<file path="config.mk">
export PLATFORM = sky130hd
export DESIGN_NAME = dlt_core
export DESIGN_NICKNAME = d
export VERILOG_FILES = /design/src/core/dlt_pkg.sv /design/src/core/dlt_core.sv /design/src/core/dlt_sync_edge.sv
export VERILOG_INCLUDE_DIRS = /design/src /design/src/core
export SDC_FILE = /design/constraint.sdc
export NUM_CORES = 1
export LEC_CHECK = 0
export ABC_AREA = 1
export ABC_CLOCK_PERIOD_IN_PS = 10260
export BUFFER_PORTS_ARGS = -buffer_cell sky130_fd_sc_hd__buf_2
export CORE_MARGIN = 5
export CORE_UTILIZATION = 60
export CTS_CLUSTER_DIAMETER = 40
export DETAILED_ROUTE_END_ITERATION = 10
export PLACE_DENSITY = 0.83
export SLEW_MARGIN = 20
export SYNTH_ARGS = -nofsm -noshare
export SYNTH_HDL_FRONTEND = slang
export SYNTH_HIERARCHICAL = 1
export SYNTH_SLANG_ARGS = --single-unit
export TNS_END_PERCENT = 1
</file>
<file path="constraint.sdc">
create_clock -name sys_clk_i -period 10.26 [get_ports sys_clk_i]
set_input_delay 2.052 -clock sys_clk_i [delete_from_list [all_inputs] [get_ports sys_clk_i]]
set_output_delay 2.052 -clock sys_clk_i [all_outputs]
set_load 0.01 [all_outputs]
</file>
<file path="src/core/dlt_params.svh">
// Purpose: Numeric constants for the DAC load timing and serial unload block
// Assumes: Included by bare name wherever the constants are needed
// Notes: Counts are in link bit-clock periods unless stated otherwise
`ifndef DLT_PARAMS_SVH
`define DLT_PARAMS_SVH

`define DLT_WORD_BITS 16
`define DLT_SAMPLE_SCLKS 256
`define DLT_ADV_BITS 4
`define DLT_SYNC_STAGES 3
`define DLT_WORD_RESET 16'h0000
`define DLT_BITCNT_RESET 5'h00

`endif

</file>
<file path="src/core/dlt_pkg.sv">
// Purpose: Types shared by the DAC load timing block
// Assumes: Word width is fixed at 16 bits
// Notes: States are one-hot with codes written out
package dlt_pkg;

	typedef struct packed {
		logic valid;
		logic [15:0] data;
	} dlt_word_t;

	typedef enum logic [2:0] {
		DLT_TX_IDLE = 3'h1,
		DLT_TX_SYNC = 3'h2,
		DLT_TX_SHIFT = 3'h4
	} dlt_tx_state_t;

	typedef enum logic [1:0] {
		DLT_RX_IDLE = 2'h1,
		DLT_RX_SHIFT = 2'h2
	} dlt_rx_state_t;

endpackage

</file>
<file path="src/core/dlt_core.sv">
// Purpose: ADC unload over the serial port and timed DAC load from the holding register
// Assumes: Link bit clock is far slower than sys_clk_i and is sampled, not used as a clock
// Notes: Frame and data change on link clock rising edges, input bits are taken on falling ones
// Contract
// With zero advance, DAC loads just before ADC word loads and frame sync rises; the code does all three in the same sys_clk_i cycle.
// The DAC load instant can be moved earlier than the frame sync.
// Frame sync rises to announce a fresh ADC word for unloading.
// After frame sync, 16 ADC bits leave MSB first, one per bit clock.
// A completed incoming DAC word goes into the holding register; the code stores it only when the frame count equals device_count_i.
// Programmed advance moves the DAC load earlier by that many bit clocks.
// In mixed mode only MSB-zero words are DAC data and advance frame counting.
// The far end must finish each DAC word before the chosen load instant.
`timescale 1ns/100ps
`include "dlt_params.svh"

module dlt_core #(
	parameter int SAMPLE_SCLKS = `DLT_SAMPLE_SCLKS,
	parameter int ADV_BITS = `DLT_ADV_BITS
) (
	input wire logic sys_clk_i,
	input wire logic reset_i,
	input wire logic sclk_i,
	input wire logic input_frame_sync_i,
	input wire logic serial_data_in_i,
	input wire logic [15:0] adc_word_i,
	input wire logic [ADV_BITS-1:0] dac_advance_i,
	input wire logic mixed_mode_i,
	input wire logic [2:0] device_count_i,
	output logic output_frame_sync_o,
	output logic serial_data_out_o,
	output dlt_pkg::dlt_word_t dac_o,
	output dlt_pkg::dlt_word_t ctrl_o,
	output logic [15:0] holding_o
);
	import dlt_pkg::*;

	localparam int CW = $clog2(SAMPLE_SCLKS);

	if (SAMPLE_SCLKS < `DLT_WORD_BITS + 2 || (2 ** ADV_BITS) > SAMPLE_SCLKS) begin : g_chk
		$error("dlt_core: SAMPLE_SCLKS too small for word or advance range");
	end

	function automatic logic is_dac_word(input logic [15:0] w, input logic mixed);
		is_dac_word = !mixed || !w[15];
	endfunction

	logic [2:0] lvl;
	logic [2:0] rise;
	logic [2:0] fall;

	dlt_sync_edge #(
		.WIDTH(3)
	) u_sync (
		.sys_clk_i(sys_clk_i),
		.reset_i(reset_i),
		.async_i({serial_data_in_i, input_frame_sync_i, sclk_i}),
		.level_o(lvl),
		.rise_o(rise),
		.fall_o(fall)
	);

	logic sclk_rise;
	logic sclk_fall;
	logic ifs_lvl;
	logic sdi_lvl;
	assign sclk_rise = rise[0];
	assign sclk_fall = fall[0];
	assign ifs_lvl = lvl[1];
	assign sdi_lvl = lvl[2];

	// Sample timer and transmit side
	logic [CW-1:0] cnt_q, cnt_d;
	logic [CW-1:0] load_pt;
	logic frame_start;
	logic load_now;
	dlt_tx_state_t tx_q, tx_d;
	logic [4:0] txbit_q, txbit_d;
	logic [15:0] txsr_q, txsr_d;
	logic ofs_q, ofs_d;
	logic sout_q, sout_d;
	dlt_word_t dac_q, dac_d;

	assign load_pt = CW'(SAMPLE_SCLKS - 1) - CW'(dac_advance_i);
	assign frame_start = sclk_rise && (cnt_q == CW'(SAMPLE_SCLKS - 1));
	assign load_now = sclk_rise && (cnt_q == load_pt);

	// Rx words arriving after load_now wait for the next sample
	logic [15:0] hold_q, hold_d;

	always_comb begin
		cnt_d = cnt_q;
		tx_d = tx_q;
		txbit_d = txbit_q;
		txsr_d = txsr_q;
		ofs_d = ofs_q;
		sout_d = sout_q;
		dac_d = '{valid: 1'b0, data: dac_q.data};
		if (sclk_rise) begin
			cnt_d = frame_start ? '0 : cnt_q + CW'(1);
		end
		if (load_now) begin
			dac_d = '{valid: 1'b1, data: hold_q};
		end
		case (tx_q)
			DLT_TX_IDLE: begin
				if (frame_start) begin
					txsr_d = adc_word_i;
					ofs_d = 1'b1;
					tx_d = DLT_TX_SYNC;
				end
			end
			DLT_TX_SYNC: begin
				if (sclk_rise) begin
					ofs_d = 1'b0;
					sout_d = txsr_q[15];
					txsr_d = {txsr_q[14:0], 1'b0};
					txbit_d = 5'h01;
					tx_d = DLT_TX_SHIFT;
				end
			end
			DLT_TX_SHIFT: begin
				if (sclk_rise) begin
					if (txbit_q == 5'(`DLT_WORD_BITS)) begin
						sout_d = 1'b0;
						txbit_d = `DLT_BITCNT_RESET;
						tx_d = DLT_TX_IDLE;
					end else begin
						sout_d = txsr_q[15];
						txsr_d = {txsr_q[14:0], 1'b0};
						txbit_d = txbit_q + 5'h01;
					end
				end
			end
			default: begin
				tx_d = DLT_TX_IDLE;
				ofs_d = 1'b0;
				sout_d = 1'b0;
			end
		endcase
	end

	always_ff @(posedge sys_clk_i or posedge reset_i) begin
		if (reset_i) begin
			cnt_q <= '0;
			tx_q <= DLT_TX_IDLE;
			txbit_q <= `DLT_BITCNT_RESET;
			txsr_q <= `DLT_WORD_RESET;
			ofs_q <= 1'b0;
			sout_q <= 1'b0;
			dac_q <= '{valid: 1'b0, data: `DLT_WORD_RESET};
		end else begin
			cnt_q <= cnt_d;
			tx_q <= tx_d;
			txbit_q <= txbit_d;
			txsr_q <= txsr_d;
			ofs_q <= ofs_d;
			sout_q <= sout_d;
			dac_q <= dac_d;
		end
	end

	// Receive side
	dlt_rx_state_t rx_q, rx_d;
	logic [4:0] rxbit_q, rxbit_d;
	logic [15:0] rxsr_q, rxsr_d;
	logic [2:0] fcnt_q, fcnt_d;
	dlt_word_t ctrl_q, ctrl_d;
	logic rx_done;
	logic [15:0] rx_word;

	assign rx_word = {rxsr_q[14:0], sdi_lvl};
	assign rx_done = (rx_q == DLT_RX_SHIFT) && sclk_fall && (rxbit_q == 5'(`DLT_WORD_BITS - 1));

	always_comb begin
		rx_d = rx_q;
		rxbit_d = rxbit_q;
		rxsr_d = rxsr_q;
		fcnt_d = fcnt_q;
		hold_d = hold_q;
		ctrl_d = '{valid: 1'b0, data: ctrl_q.data};
		case (rx_q)
			DLT_RX_IDLE: begin
				if (sclk_fall && ifs_lvl) begin
					rxbit_d = `DLT_BITCNT_RESET;
					rx_d = DLT_RX_SHIFT;
				end
			end
			DLT_RX_SHIFT: begin
				if (sclk_fall) begin
					rxsr_d = rx_word;
					rxbit_d = rxbit_q + 5'h01;
					if (rx_done) begin
						rx_d = DLT_RX_IDLE;
						if (is_dac_word(rx_word, mixed_mode_i)) begin
							if (fcnt_q == device_count_i) begin
								hold_d = rx_word;
								fcnt_d = 3'h0;
							end else begin
								fcnt_d = fcnt_q + 3'h1;
							end
						end else begin
							ctrl_d = '{valid: 1'b1, data: rx_word};
						end
					end
				end
			end
			default: begin
				rx_d = DLT_RX_IDLE;
			end
		endcase
	end

	always_ff @(posedge sys_clk_i or posedge reset_i) begin
		if (reset_i) begin
			rx_q <= DLT_RX_IDLE;
			rxbit_q <= `DLT_BITCNT_RESET;
			rxsr_q <= `DLT_WORD_RESET;
			fcnt_q <= 3'h0;
			hold_q <= `DLT_WORD_RESET;
			ctrl_q <= '{valid: 1'b0, data: `DLT_WORD_RESET};
		end else begin
			rx_q <= rx_d;
			rxbit_q <= rxbit_d;
			rxsr_q <= rxsr_d;
			fcnt_q <= fcnt_d;
			hold_q <= hold_d;
			ctrl_q <= ctrl_d;
		end
	end

	assign output_frame_sync_o = ofs_q;
	assign serial_data_out_o = sout_q;
	assign dac_o = dac_q;
	assign ctrl_o = ctrl_q;
	assign holding_o = hold_q;

	logic [15:0] snap_q;
	always_ff @(posedge sys_clk_i or posedge reset_i) begin
		if (reset_i) begin
			snap_q <= `DLT_WORD_RESET;
		end else if (frame_start && tx_q == DLT_TX_IDLE) begin
			snap_q <= adc_word_i;
		end
	end
endmodule

</file>
<file path="src/core/dlt_sync_edge.sv">
// Purpose: Three-stage synchroniser with agreement filter and edge flags
// Assumes: Inputs come from outside the sys_clk_i domain
// Notes: First stage feeds only the second; a change counts once stages two and three agree
`timescale 1ns/100ps
`include "dlt_params.svh"

module dlt_sync_edge #(
	parameter int WIDTH = 3
) (
	input wire logic sys_clk_i,
	input wire logic reset_i,
	input wire logic [WIDTH-1:0] async_i,
	output logic [WIDTH-1:0] level_o,
	output logic [WIDTH-1:0] rise_o,
	output logic [WIDTH-1:0] fall_o
);

	if (WIDTH < 1) begin : g_chk
		$error("dlt_sync_edge: WIDTH must be at least 1");
	end

	for (genvar i = 0; i < WIDTH; i++) begin : g_bit
		logic s1_q;
		logic s2_q;
		logic s3_q;
		logic lvl_q;
		logic lvl_d;
		logic rise_q;
		logic rise_d;
		logic fall_q;
		logic fall_d;

		always_comb begin
			lvl_d = (s2_q == s3_q) ? s3_q : lvl_q;
			rise_d = lvl_d & ~lvl_q;
			fall_d = ~lvl_d & lvl_q;
		end

		always_ff @(posedge sys_clk_i or posedge reset_i) begin
			if (reset_i) begin
				s1_q <= 1'b0;
				s2_q <= 1'b0;
				s3_q <= 1'b0;
				lvl_q <= 1'b0;
				rise_q <= 1'b0;
				fall_q <= 1'b0;
			end else begin
				s1_q <= async_i[i];
				s2_q <= s1_q;
				s3_q <= s2_q;
				lvl_q <= lvl_d;
				rise_q <= rise_d;
				fall_q <= fall_d;
			end
		end

		assign level_o[i] = lvl_q;
		assign rise_o[i] = rise_q;
		assign fall_o[i] = fall_q;
	end

endmodule

</file>
---- Yosys cells after proc, flatten, opt, wreduce, memory -nomap -nowiden ----
Cells that the tools add are included.
Widths: inputs -> output; s select.
storage, ports and cells
  register bits ........................... 123
  output and inout bits ................... 52
  logic and storage cells ................. 120
operators by class
  add/subtract/negate cells ............... 5
  equal/unequal tests ..................... 21
  mux-type cells .......................... 36
  bitwise logic cells ..................... 7
  reductions and logical operators ........ 22
operators by type and width
  cell                 count
  $mux 17              5
  $mux 16              4
  $pmux 16 s3          1
  $mux 5               5
  $pmux 5 s2           2
  $mux 3               5
  $reduce_and 3->1     5
  $reduce_and 4->1     3
  $add 5x1->5 const B  2
  $ne 2x2->1 const B   5
  $reduce_and 5->1     2
  $pmux 3 s3           1
  $add 8x1->8 const B  1
  $eq 8x8->1           1
  $eq 8x8->1 const B   1
  $mux 8               1
  $mux 1               6
  $mux 2               3
  $ne 2x1->1 const B   3
  $pmux 1 s3           2
  $sub 1x5->6 const A  1
  $eq 5x4->1 const B   1
  $eq 5x5->1 const B   1
  $logic_and 1x1->1    5
  other kinds (16)     25

---- Logic depth before layout (Yosys ltp) ----
  depth in word-level cells ............... 6
  depth in mapped cells ................... 12

---- Modules after synthesis ----
The synthesis kept the hierarchy.
by module, submodules not included
  module         instances  cells each  area each (sq um)  seq. area each (sq um)
  dlt_core       1          579         4994.8             2730.1
  dlt_sync_edge  1          49          619.3              450.4

---- Worst setup path after synthesis ----
Ideal clock, no wire load.
  kind .................................... input to register
  from .................................... in device_count_i[0]
  to ...................................... reg hold_q[10] (netlist: holding_o[10])
  arrival time ............................ 2951 ps
  setup slack ............................. 7192 ps
  cell stages on the path ................. 6
  buffers on the path ..................... 1
  path through ............................ or2_1 -> a21oi_4 -> nand3_2 -> buf_2 -> nand2_1 -> nand2_1
on the way
  longest elaborated chain between the ends .. 2
RTL lines
  element                            RTL line         source
  from (decl)                        dlt_core.sv:28   input wire logic [2:0] device_count_i,
  $eq 3x3->1                         dlt_core.sv:195  if (fcnt_q == device_count_i) begin
  $reduce_and 5->1 (no source line)  --
  to (signal assigned)               dlt_core.sv:219  hold_q <= `DLT_WORD_RESET;
  to (signal assigned)               dlt_core.sv:226  hold_q <= hold_d;
  to (decl)                          dlt_core.sv:88   logic [15:0] hold_q, hold_d;
No other way between the ends.
A chain may end at the register's enable or synchronous reset.

---- Final worst setup path ----
  from .................................... reg hold_q[6] (netlist: holding_o[6])
  to ...................................... out holding_o[6]
RTL lines
  element    RTL line        source
  to (decl)  dlt_core.sv:33  output logic [15:0] holding_o
No word-level cell between the ends.

==> results by group <==
Route
  • Iteration-0 DRC Markers: 327
  • DR vias/cell: between 5 and 6
  • Routed WL: 11980 µm
  • Via count: approximately 4400
  • Drt pass-1 iters: 5
  • Remaining DRCs: 0
  • WL per Instance: ~15 µm
  • DRT antenna net count: 0

CTS
  • Worst-Skew Late Latency: 520 ps
  • Hold buffers post-CTS: 0
  • Cts repair resizes: 0
  • Clock buffer depth: 2
  • CTS clk-pin slew, worst paths: roughly 60 ps
  • Clock H-tree levels: 4
  • TritonCTS clock tree: yes
  • CTS root buf: clkbuf_8
  • Number of setup buffers added after CTS: 0
  • Clock sinks: ~120
  • Clock buffers created by TritonCTS: 17

STA
  • Setup violations, final: 0
  • Setup TNS: 0 ps
  • Crit share post-route: 30.70%
  • Slew @ Worst Pin: 850.3 ps
  • Final Skew: approximately 6.7 ps
  • Fin. Hold Viols: 0
  • Pins Over Slew Limit: 0
  • Min Tclk post-route: ~3100 ps
  • Fmax: 317.5 MHz
  • Final hold slack: about 350 ps
  • Slew headroom: about 43%
  • RSZ-0062 raised after global routing: false

GRT
  • Vias in the first global route: 4349
  • Met1 usage: roughly 29%
  • Initial antenna violation count: 0
  • Grt ovf: 0
  • GR peak layer: met2
  • Largest net degree at the start of global routing: between 80 and 90
  • Global Route met2 Usage: 37.98%
  • Gr usage total: a little under a quarter
  • Global-route wire length before repair: just over 20000 µm
  • Grt met3 use: under 10%

Floorplan
  • Die width: ~110 µm
  • CORE AREA: approximately 9000 µm²
  • Die Ht: roughly 110 µm
  • Die area: about 11000 µm²
  • Row count: 34
  • I/O pin total: 81
  • Initial Utilization: approximately 62%

Critical path
  • CP Class: flip-flop to output port
  • Worst setup SP type: flip-flop
  • Crit-path cells: buf_2
  • Slowest stage delay, CP: 420 ps
  • Slowest stage cell, crit path: dfrtp_1
  • Worst Path Arrival: around 1100 ps
  • CP Capture Type: output port
  • Crit path max-delay family: flip-flops
  • Crit path required time: between 8000 and 9000 ps
  • CP bufs+invs: 1
  • Worst-path fanout max: 3

Synth
  • Post-Synthesis Cells: approximately 610
  • Mapped Nets: between 600 and 700
  • Synth Cell Area: between 5000 and 6000 µm²
  • Synth warn: 6
  • Syn avg cell area: 8.881 µm²

Power
  • Pleak: between 3 and 4 nW
  • Share of power burned in registers: 46.0%
  • Internal power: between 0.8 and 0.9 mW
  • Sw Share: between 20 and 25%
  • Power per cell area: between 150 and 200 nW/µm²
  • Clk pwr share: 49.1%
  • Comb power frac: under 10%
  • Net Switching: around 0.27 mW
  • Max VDD drop: approximately 170 µV

Outcome
  • Outcome: complete, no violations

Final layout
  • Fraction of layout cells with a size suffix above 1: approximately a fifth
  • Area Overhead vs Synth: 17.42%
  • Nets: 722
  • Fillers: 623
  • # diodes: 0

Placed design
  • Routability cong.: 0.8422
  • IO Port Bufs: 80
  • Final HPWL DP: a little over 8000 µm

Run
  • Max-cap violations: 0

Hold path
  • Hold WC Path Type: flip-flop to flip-flop
[state kept, by name (all words and copies together) (netlist names), 2 cells and up]
register / cells
u_sync/g_bit.s1_q: 3
tx_q: 3
txsr_q: 16
rx_q: 2
u_sync/g_bit.s2_q: 3
dac_o: 17
fcnt_q: 3
cnt_q: 8
rxsr_q: 15
u_sync/g_bit.lvl_q: 3
txbit_q: 5
holding_o: 16
u_sync/g_bit.s3_q: 3
rxbit_q: 5
ctrl_o: 17
[metrics by stage]
step | utilization (%) | instances | area [µm²] | total power [mW] | setup slack, ps
6_report | 72.94 | 807 | 6392 | 1.107 | 7110
5_1_grt | 72.94 | 807 | 6392 | 1.145 | 7069
4_1_cts | 72.90 | 807 | 6389 | 1.113 | 7082
3_5_place_dp | 66.62 | 776 | 5838 | 0.5711 | 6767
3_3_place_gp | 66.62 | 776 | 5838 | 0.5677 | 6825
2_1_floorplan | - | 613 | 5444 | 0.5562 | 5337
[placed cells by master, fill, tap and decap left out, drive strengths merged]
master      n
clkbuf     18
xnor2       5
o21ai      41
clkinv      6
ha          6
dfstp       2
bufinv      1
buf        82
or2         5
nor2       21
nor3        2
nand2     217
clkinvlp    7
xor2        5
nand3      52
and3        1
nand4      38
dfrtp     121
inv        56
a21oi      13
[metal layers]
metal,wire (µm),vias to the layer above
met3,717,12
met2,6097,116
met4,97,0
met1,5070,2096
met5,0,-
li1,-,2132
[cell type report]
type                       count  area, µm²  share of cell area [%]
clock buffer                  18      427.9                   6.694
sequential                   123       3080                   48.19
timing repair buffer          82      419.2                   6.557
multi-input combinational    406       1991                   31.14
clock inverter                13      122.6                   1.918
tap                          108      135.1                   2.114
inverter                      57      216.5                   3.386
[power by group through the flow]
| stage | sequential (mW) | combinational (mW) | clock, mW |
|---|---|---|---|
| 2_1_floorplan | 0.513 | 0.0429 | 0 |
| 3_3_place_gp | 0.517 | 0.0511 | 0 |
| 3_5_place_dp | 0.517 | 0.0542 | 0 |
| 4_1_cts | 0.509 | 0.0550 | 0.549 |
| 5_1_grt | 0.511 | 0.0623 | 0.572 |
| 6_report | 0.509 | 0.0546 | 0.543 |
[worst paths after layout]
check	startpoint	to	slack, ps	depth (start not counted)
min reg2reg	u_sync/g_bit[0].s1_q	u_sync/g_bit[0].s2_q	350	0
max reg2reg	tx_q[0]	txsr_q[9]	7670	7
max	holding_o[6]	holding_o[6]	7110	1
min	u_sync/g_bit[0].s1_q	u_sync/g_bit[0].s2_q	350	0
min in group asynchronous	reset_i	ctrl_o[13]	1500	2
max in group asynchronous	reset_i	txsr_q[7]	7730	3
Note: power is estimated with default switching activity, not from simulation.
